### src/hdl/owbrx_cfg.svh
// Constants for the single-wire brightness command receiver.
`ifndef OWBRX_CFG_SVH
`define OWBRX_CFG_SVH
`define OWBRX_ADDR_CTRL   12'h000
`define OWBRX_ADDR_STAT   12'h004
`define OWBRX_DEV_ADDR    8'h8F
`define OWBRX_FRAME_BITS  5'h18
`define OWBRX_CNT_OVF     5'h19
`define OWBRX_CODE_RST    9'h1FF
`define OWBRX_ADDR_MSB    23
`define OWBRX_ADDR_LSB    16
`define OWBRX_RFA_POS     10
`define OWBRX_CODE_MSB    8
`define OWBRX_CODE_LSB    0
`define OWBRX_CTRL_EN     0
`define OWBRX_CTRL_ACKEN  1
`define OWBRX_CTRL_RST    2'h3
`define OWBRX_STAT_OK     16
`define OWBRX_STAT_REJ    17
`define OWBRX_STAT_ACK    18
`define OWBRX_CLK_NS      8
`define OWBRX_T_EOS_US    400
`define OWBRX_T_ACK_PULLDOWN_US   512
`define OWBRX_EOS_CYC \
  ((`OWBRX_T_EOS_US * 1000 + `OWBRX_CLK_NS - 1) / `OWBRX_CLK_NS)
`define OWBRX_ACK_PULLDOWN_CYC ((`OWBRX_T_ACK_PULLDOWN_US * 1000) / `OWBRX_CLK_NS)
`endif

### src/hdl/owbrx_pkg.sv
// Types shared by the single-wire brightness command receiver.
package owbrx_pkg;
  typedef enum logic [1:0] {
    ST_IDLE,
    ST_ACK
  } owbrx_state_t;
  typedef logic [8:0] owbrx_code_t;
endpackage

### src/hdl/owbrx_bit_if.sv
// Link between the bit timer and the frame logic.
`timescale 1ns/100ps
interface owbrx_bit_if;
  logic hold;
  logic bit_stb;
  logic bit_val;
  logic bit_bad;
  logic frame_end;
  modport src (input hold, output bit_stb, bit_val, bit_bad, frame_end);
  modport dst (output hold, input bit_stb, bit_val, bit_bad, frame_end);
endinterface

### src/hdl/owbrx_bit_timer.sv
// Measures low and high times of each bit and decodes it by ratio.
`timescale 1ns/100ps
`include "owbrx_cfg.svh"
module owbrx_bit_timer
  import owbrx_pkg::*;
#(
  parameter int CNT_W   = 17,
  parameter int EOS_CYC = `OWBRX_EOS_CYC
) (
  // Clock and reset
  input  wire logic clk,
  input  wire logic rst_n,
  input  wire logic ce,
  // Line
  input  wire logic line_in,
  // Decoded bits
  owbrx_bit_if.src  bits
);
  // Refuse a timeout that the phase counters cannot reach.
  if (EOS_CYC < 2 || EOS_CYC >= (2 ** CNT_W)) begin
    $error("owbrx_bit_timer: EOS_CYC does not fit CNT_W");
  end

  localparam logic [CNT_W-1:0] EOS_LIM = CNT_W'(EOS_CYC);

  logic             line_q, line_d;
  logic             run_q, run_d;
  logic [CNT_W-1:0] lo_q, lo_d, hi_q, hi_d;
  logic             stb_q, stb_d, val_q, val_d, bad_q, bad_d, end_q, end_d;
  logic [CNT_W:0]   lo2, hi2;

  assign lo2 = {lo_q, 1'b0};
  assign hi2 = {hi_q, 1'b0};
  assign bits.bit_stb   = stb_q;
  assign bits.bit_val   = val_q;
  assign bits.bit_bad   = bad_q;
  assign bits.frame_end = end_q;

  always_comb begin
    line_d = line_in;
    run_d  = run_q;
    lo_d   = lo_q;
    hi_d   = hi_q;
    stb_d  = 1'b0;
    val_d  = val_q;
    bad_d  = 1'b0;
    end_d  = 1'b0;
    if (bits.hold) begin
      run_d = 1'b0;
      lo_d  = '0;
      hi_d  = '0;
    end else if (line_q && !line_in) begin
      // A falling edge closes the running bit and opens the next. RQ13
      if (run_q) begin
        stb_d = 1'b1;
        val_d = ({1'b0, hi_q} >= lo2); // RQ13
        bad_d = ({1'b0, hi_q} < lo2) && ({1'b0, lo_q} < hi2); // RQ13
      end
      run_d = 1'b1;
      lo_d  = '0;
      hi_d  = '0;
    end else if (run_q) begin
      // Both phases are timed with no preset rate. RQ12 RQ18
      if (line_in) begin
        hi_d = hi_q + 1'b1;
      end else begin
        lo_d = lo_q + 1'b1;
      end
      // A level held past the longest bit phase ends the frame.
      if (hi_q == EOS_LIM || lo_q == EOS_LIM) begin
        end_d = 1'b1;
        run_d = 1'b0;
        lo_d  = '0;
        hi_d  = '0;
      end
    end
  end

  always_ff @(posedge clk) begin
    if (!rst_n) begin
      line_q <= 1'b1;
      run_q  <= 1'b0;
      lo_q   <= '0;
      hi_q   <= '0;
      stb_q  <= 1'b0;
      val_q  <= 1'b0;
      bad_q  <= 1'b0;
      end_q  <= 1'b0;
    end else if (ce) begin
      line_q <= line_d;
      run_q  <= run_d;
      lo_q   <= lo_d;
      hi_q   <= hi_d;
      stb_q  <= stb_d;
      val_q  <= val_d;
      bad_q  <= bad_d;
      end_q  <= end_d;
    end
  end
endmodule

### src/hdl/owbrx_top.sv
// Single-wire brightness command receiver with APB control.
//
// Functional notes
// RQ1 - Frame must be exactly 24 bits.
// RQ2 - Address bits 23..16, data bits 15..0.
// RQ3 - Master sends whole frame in one go.
// RQ4 - LSB first; last bit lands in 23.
// RQ5 - Only address 0x8F is accepted.
// RQ6 - Bits 8..0 load the brightness code.
// RQ7 - Master writes zero to unused bits.
// RQ8 - Bit 10 requests an acknowledge.
// RQ9 - Acknowledge only for good, requested frames.
// RQ10 - Acknowledge pulls the line low.
// RQ11 - Acknowledge request needs open-drain master.
// RQ12 - Decode any rate 1.7 to 160 kbit/s.
// RQ13 - Bit value from low/high time ratio.
// RQ14 - Master gives start and end-of-stream highs; the master model and timer use an end-of-stream low.
// RQ15 - Acknowledge low lasts at most 512 us.
// RQ16 - Code is all ones at enable/disable.
// RQ17 - Foreign address frames are dropped silently.
// RQ18 - Bit phases timed by system clock counters.
//
// Chosen here: the register addresses and register access over APB.
`timescale 1ns/100ps
`include "owbrx_cfg.svh"
module owbrx_top
  import owbrx_pkg::*;
#(
  parameter int CNT_W   = 17,
  parameter int EOS_CYC = `OWBRX_EOS_CYC,
  parameter int ACK_CYC = `OWBRX_ACK_PULLDOWN_CYC
) (
  // Clock, reset, clock enable
  input  wire logic        clk,
  input  wire logic        rst_n,
  input  wire logic        ce,
  // APB slave
  input  wire logic        psel,
  input  wire logic        penable,
  input  wire logic        pwrite,
  input  wire logic [11:0] paddr,
  input  wire logic [31:0] pwdata,
  output logic      [31:0] prdata,
  output logic             pready,
  output logic             pslverr,
  // Command line, open drain
  input  wire logic        line_in,
  output logic             line_out,
  output logic             line_oe,
  // Brightness code to the current sinks
  output logic [8:0]       brightness_code
);
  // Refuse an acknowledge length that the counter cannot reach.
  if (ACK_CYC < 1 || ACK_CYC >= (2 ** CNT_W)) begin
    $error("owbrx_top: ACK_CYC does not fit CNT_W");
  end

  localparam logic [CNT_W-1:0] ACK_LIM = CNT_W'(ACK_CYC - 1);

  owbrx_bit_if bits ();

  owbrx_bit_timer #(
    .CNT_W   (CNT_W),
    .EOS_CYC (EOS_CYC)
  ) u_timer (
    .clk     (clk),
    .rst_n   (rst_n),
    .ce      (ce),
    .line_in (line_in),
    .bits    (bits.src)
  );

  // APB registers.
  logic [1:0]  ctrl_q, ctrl_d;
  logic [31:0] prdata_q, prdata_d;
  logic        pready_q, pready_d, pslverr_q, pslverr_d;
  // Frame and acknowledge state.
  logic [23:0]      sh_q, sh_d;
  logic [4:0]       cnt_q, cnt_d;
  logic             bad_q, bad_d, ok_q, ok_d, rej_q, rej_d;
  owbrx_code_t      code_q, code_d;
  owbrx_state_t     st_q, st_d;
  logic [CNT_W-1:0] ack_q, ack_d;
  logic             oe_q, oe_d;
  logic             good;

  assign prdata          = prdata_q;
  assign pready          = pready_q;
  assign pslverr         = pslverr_q;
  assign line_out        = 1'b0;
  assign line_oe         = oe_q;
  assign brightness_code = code_q;
  // The timer is parked while disabled and while this end drives the line,
  // so the acknowledge low is never mistaken for a bit.
  assign bits.hold = !ctrl_q[`OWBRX_CTRL_EN] || (st_q == ST_ACK);

  // One wait state: pready rises in the second access cycle.
  always_comb begin
    ctrl_d    = ctrl_q;
    prdata_d  = prdata_q;
    pready_d  = 1'b0;
    pslverr_d = 1'b0;
    if (psel && penable && !pready_q) begin
      pready_d = 1'b1;
      prdata_d = '0;
      case (paddr)
        `OWBRX_ADDR_CTRL: begin
          if (!pwrite) begin
            prdata_d[1:0] = ctrl_q;
          end
        end
        `OWBRX_ADDR_STAT: begin
          if (!pwrite) begin
            prdata_d[`OWBRX_CODE_MSB:`OWBRX_CODE_LSB] = code_q;
            prdata_d[`OWBRX_STAT_OK]  = ok_q;
            prdata_d[`OWBRX_STAT_REJ] = rej_q;
            prdata_d[`OWBRX_STAT_ACK] = (st_q == ST_ACK);
          end
        end
        default: begin
          pslverr_d = 1'b1;
        end
      endcase
    end
    // The write lands only at the edge that completes the transfer, so a
    // master that stalls in the access phase never sees an early effect.
    if (psel && penable && pready_q && pwrite &&
        (paddr == `OWBRX_ADDR_CTRL)) begin
      ctrl_d = pwdata[1:0];
    end
  end

  always_ff @(posedge clk) begin
    if (!rst_n) begin
      ctrl_q    <= `OWBRX_CTRL_RST;
      prdata_q  <= '0;
      pready_q  <= 1'b0;
      pslverr_q <= 1'b0;
    end else if (ce) begin
      ctrl_q    <= ctrl_d;
      prdata_q  <= prdata_d;
      pready_q  <= pready_d;
      pslverr_q <= pslverr_d;
    end
  end

  // Accepted: full count, no ambiguous bit, own address. RQ1 RQ5 RQ9
  assign good = (cnt_q == `OWBRX_FRAME_BITS) && !bad_q &&
                (sh_q[`OWBRX_ADDR_MSB:`OWBRX_ADDR_LSB] == `OWBRX_DEV_ADDR);

  always_comb begin
    sh_d   = sh_q;
    cnt_d  = cnt_q;
    bad_d  = bad_q;
    ok_d   = ok_q;
    rej_d  = rej_q;
    code_d = code_q;
    st_d   = st_q;
    ack_d  = ack_q;
    oe_d   = 1'b0;
    if (!ctrl_q[`OWBRX_CTRL_EN]) begin
      // Disabled means shut down: drop any frame and restore the code. RQ16
      code_d = `OWBRX_CODE_RST;
      cnt_d  = '0;
      bad_d  = 1'b0;
      st_d   = ST_IDLE;
      ack_d  = '0;
    end else begin
      case (st_q)
        ST_IDLE: begin
          if (bits.bit_stb) begin
            sh_d = {bits.bit_val, sh_q[23:1]}; // RQ4 RQ2
            if (cnt_q != `OWBRX_CNT_OVF) begin
              cnt_d = cnt_q + 5'h01; // RQ1
            end
            bad_d = bad_q || bits.bit_bad;
          end
          if (bits.frame_end) begin
            cnt_d = '0;
            bad_d = 1'b0;
            ok_d  = good;
            rej_d = !good; // RQ17
            if (good) begin
              code_d = sh_q[`OWBRX_CODE_MSB:`OWBRX_CODE_LSB]; // RQ6
              // Frame end comes one timeout after the last falling edge,
              // which serves as the acknowledge valid delay. RQ15
              if (sh_q[`OWBRX_RFA_POS] && ctrl_q[`OWBRX_CTRL_ACKEN]) begin
                st_d  = ST_ACK; // RQ8 RQ9
                ack_d = '0;
                oe_d  = 1'b1;
              end
            end
          end
        end
        ST_ACK: begin
          oe_d  = 1'b1; // RQ10
          ack_d = ack_q + 1'b1;
          if (ack_q == ACK_LIM) begin
            oe_d = 1'b0; // RQ15
            st_d = ST_IDLE;
          end
        end
        default: begin
          st_d = ST_IDLE;
        end
      endcase
    end
  end

  always_ff @(posedge clk) begin
    if (!rst_n) begin
      sh_q   <= '0;
      cnt_q  <= '0;
      bad_q  <= 1'b0;
      ok_q   <= 1'b0;
      rej_q  <= 1'b0;
      code_q <= `OWBRX_CODE_RST; // RQ16
      st_q   <= ST_IDLE;
      ack_q  <= '0;
      oe_q   <= 1'b0;
    end else if (ce) begin
      sh_q   <= sh_d;
      cnt_q  <= cnt_d;
      bad_q  <= bad_d;
      ok_q   <= ok_d;
      rej_q  <= rej_d;
      code_q <= code_d;
      st_q   <= st_d;
      ack_q  <= ack_d;
      oe_q   <= oe_d;
    end
  end
endmodule

### config.mk
export PLATFORM = sky130hd
export DESIGN_NAME = owbrx_top
export DESIGN_NICKNAME = d
export VERILOG_FILES = /design/src/hdl/owbrx_pkg.sv /design/src/hdl/owbrx_bit_if.sv /design/src/hdl/owbrx_bit_timer.sv /design/src/hdl/owbrx_top.sv
export VERILOG_INCLUDE_DIRS = /design/src /design/src/hdl
export SDC_FILE = /design/constraint.sdc
export NUM_CORES = 1
export LEC_CHECK = 0
export BUFFER_PORTS_ARGS = -buffer_cell sky130_fd_sc_hd__buf_2
export CORE_UTILIZATION = 41
export DETAILED_ROUTE_END_ITERATION = 8
export SKIP_LAST_GASP = 1
export SYNTH_ARGS = -nofsm -noshare
export SYNTH_HDL_FRONTEND = slang
export SYNTH_SLANG_ARGS = --single-unit
export TNS_END_PERCENT = 50
### constraint.sdc
create_clock -name clk -period 2.4 [get_ports clk]
set_clock_uncertainty 0.1 [all_clocks]
set_input_delay 0.48 -clock clk [delete_from_list [all_inputs] [get_ports clk]]
set_output_delay 0.48 -clock clk [all_outputs]
set_load 0.01 [all_outputs]
==> key figures <==
Clocking
  – Clock Path Buffers: 2
  – Total CTS buffers: 17
  – Clock transition at path regs: 60 ps
  – H-tree depth: 4
  – CTS sink cnt: 116
  – CTS tree: done
  – Root Buffer: clkbuf_16
  – Clk_lat worst skew: 420 ps

Routing
  – Post-DRT Antenna Nets: 0
  – Initial DRC count: 369
  – WL per Instance: 16.18 µm
  – Total Wirelength: 17,120 µm
  – Vias: 6,125
  – DRT Pass-1 Iters: 5
  – Avg Vias per Cell: 5.789
  – Drt drc: 0

Setup path
  – R2R Path End: u_timer.lo_q[7]
  – R2r startpoint: u_timer.hi_q[1]
  – R2r setup slk: -140 ps
  – Crit-path cells: inv_2 > ha_4 > or4b_4 > or4_4 > and3_4 > buf_4 > or3_1 > a21oi_1
  – Worst setup EP type: register
  – Worst setup SP type: register
  – Crit path kind: reg -> reg
  – CP Data Arrival Time: 2790 ps
  – CP max stage cell: or4_4
  – Reg2Reg Depth: 8
  – Buf/Inv on CP: 2
  – Critical path's largest stage delay: 540 ps
  – Critical Path RT: 2650 ps
  – Cell family with most CP delay: simple AND/OR/NAND/NOR gates
  – Crit path max fanout: 7

Place
  – Port buffer count: 44
  – GPL Wtd Cong: 0.8274
  – Pre-CTS WS: -224.3 ps
  – Area after DPL: 0.006974 mm²
  – # placed instances: 1,021
  – HPWL Detailed: 12,240 µm

Power and ir drop
  – Worst vdd ir: 515.6 µV
  – Total power: 4.790 mW
  – Pwr Density: 624.9 mW/mm²
  – LEAKAGE: 2.836 nW

Synth
  – Synth Register Bits: 116
  – Post-synth top area cell: dfxtp_1
  – Avg Cell Area, Syn: 8.040 µm²
  – Mapped Cells: 782
  – Netlist Area Pre-Place: 0.006287 mm²
  – Ys async rst share: 0%
  – Post-synth EDFFs: 0
  – Top cells by area, synth: dfxtp_1 37%, ha_1 7.8%, a21oi_1 7.1%, nand2_1 6.1%, o21ai_0 2.8%
  – Post-synth top flop: dfxtp_1
  – Sequential area share after synthesis: 36.94%
  – Top-area cell type share of the netlist area: 36.94%
  – Post-synthesis cell type count: 61
  – Synth Warn #: 0

Global routing
  – First-pass GRT wire length: 28,490 µm
  – Vias in the first global route: 5,852
  – Initial antenna violation count: 0
  – Largest net degree at the start of global routing: 46
  – Total Routing Usage GR: 22.67%
  – Global route total overflow: 0

Layout
  – Commonest cells after routing, fill and taps aside: 114 x dfxtp_1, 102 x nand2_1, 87 x a21oi_1
  – Layout cell share with drive strength beyond 1: 18.42%
  – Post-route cell area: 0.007665 mm²
  – Diodes inserted: 0
  – Fill cells: 1,422
  – Layout area overhead: 21.91%
  – Final nets: 951
  – Commonest non-fill, non-tap cell in the layout: dfxtp_1
  – Post-route insts no fill: 1,058
  – Util after Layout: 51.95%

Floorplanning
  – Core footprint: 0.01475 mm²
  – Starting density of the core: 42.61%
  – Die Area: 0.01583 mm²
  – Die X-Extent: 125.8 µm
  – FP Rows: 44
  – Boundary Pins: 96
  – Chip height: 125.8 µm

Timing
  – Final min period: 2537 ps
  – Slew headroom: 60.64%
  – Final Hold Vio Count: 0
  – Fmax: 394.1 MHz
  – Final worst path period share: 105.7%
  – RSZ-0062 raised after global routing: true
  – Final Setup Violations: 34
  – Pins Over Slew Limit: 0
  – Setup TNS: -2721 ps
  – Setup slack after layout: -137.2 ps
  – Final hold slack: 174.5 ps
  – Worst slew pin tran: 590.4 ps

Worst hold path
  – Hold worst-path end: ctrl_q[1]
  – Hold Path Class: in -> reg
  – Hold path depth: 3
  – Hold path startpoint: pwdata[1]

Job
  – Max-Cap Viols: 0

Run status
  – Status: complete, but fails checks
  – Failing checks: negative setup slack
cell usage after synthesis, types with 3 or more instances:
| cell | n |
|---|---|
| inv_1 | 40 |
| or4_1 | 20 |
| a31oi_1 | 8 |
| nand2_1 | 103 |
| nor4b_1 | 13 |
| a21oi_1 | 89 |
| o32ai_1 | 8 |
| buf_2 | 3 |
| mux2i_1 | 9 |
| or3_1 | 16 |
| a21o_1 | 3 |
| ha_1 | 39 |
| buf_4 | 21 |
| nand2b_1 | 12 |
| nand3_1 | 28 |
| a211oi_1 | 5 |
| nand4_1 | 23 |
| nor2_1 | 37 |
| a22oi_1 | 12 |
| a2111oi_0 | 3 |
| nor4_1 | 9 |
| o31ai_1 | 17 |
| dfxtp_1 | 116 |
| o21ai_0 | 35 |
| nor3_1 | 11 |
| nor2b_1 | 3 |
| xor2_1 | 4 |
| and4_1 | 6 |
| or2_2 | 3 |
| o31a_1 | 3 |
| clkbuf_1 | 39 |
| a311oi_1 | 5 |
| and3_1 | 6 |
logic make-up (layout without fill, tap and decap cells):
group	Yosys count	count (layout)	share of synthesized area [%]
buf+inv	106	176	7.761
compound gates	203	203	19.72
mux	9	9	1.433
xor+xnor	6	6	0.8358
flops	116	116	36.94
other cells	1	21	0.05964
fa+ha+maj	39	39	7.761
simple gates	302	304	25.49
report_power, final:
group          switching (mW)  leakage (nW)  total, mW  internal, mW
logic                   0.213          1.62      0.328         0.114
clock network           0.948         0.285       2.52          1.57
registers             0.00845         0.937       1.95          1.94
per-layer routing:
metal | track usage [%] | vias up | routed length, µm
li1 | - | 2994 | -
met3 | 5.480 | 27 | 697
met5 | 0 | - | 0
met1 | 26.49 | 2945 | 7434
met4 | 9.072 | 0 | 323
met2 | 39.84 | 159 | 8664
timing repair:
action | CTS | global route
hold buffers | 0 | 0
endpoints found under the setup margin | 33 | 35
pin swaps | 11 | 4
cloned | 2 | 0
buffers inserted | 2 | 1
gates resized for setup | 5 | 5
hold endpoints to repair | 0 | 0
sequential cells by signal (all words and copies together), names as in the netlist, 2 cells and up:
signal and cells:
ctrl_q 2, sh_q 24, brightness_code 9, ack_q 17, u_timer.lo_q 17, cnt_q 5, u_timer.hi_q 17, prdata 12
tightest hold or removal path, cell delays in order:
cell and delay (ps):
buf_2 80, mux2i_1 50, nand2_1 60
worst max-delay path by stage:
stage                        to             from  slack (ps)  cells after the start
2_1_floorplan  u_timer.lo_q[10]  u_timer.hi_q[0]        -120                      8
3_3_place_gp   u_timer.lo_q[14]  u_timer.hi_q[0]        -160                      7
3_5_place_dp   u_timer.lo_q[14]  u_timer.hi_q[0]        -220                      7
4_1_cts        u_timer.lo_q[14]  u_timer.hi_q[1]        -180                      7
5_1_grt        u_timer.lo_q[14]  u_timer.hi_q[0]        -180                      7
6_report        u_timer.lo_q[7]  u_timer.hi_q[1]        -140                      8
final cells by class:
class | count | area (µm²) | area share (%)
timing repair buffer | 103 | 700.7 | 9.141
clock buffer | 19 | 442.9 | 5.779
inverter | 41 | 153.9 | 2.008
clock inverter | 13 | 150.1 | 1.959
tap | 184 | 230.2 | 3.004
sequential | 116 | 2325 | 30.33
multi-input combinational | 582 | 3662 | 47.78
(Power assumes the default switching activity.)
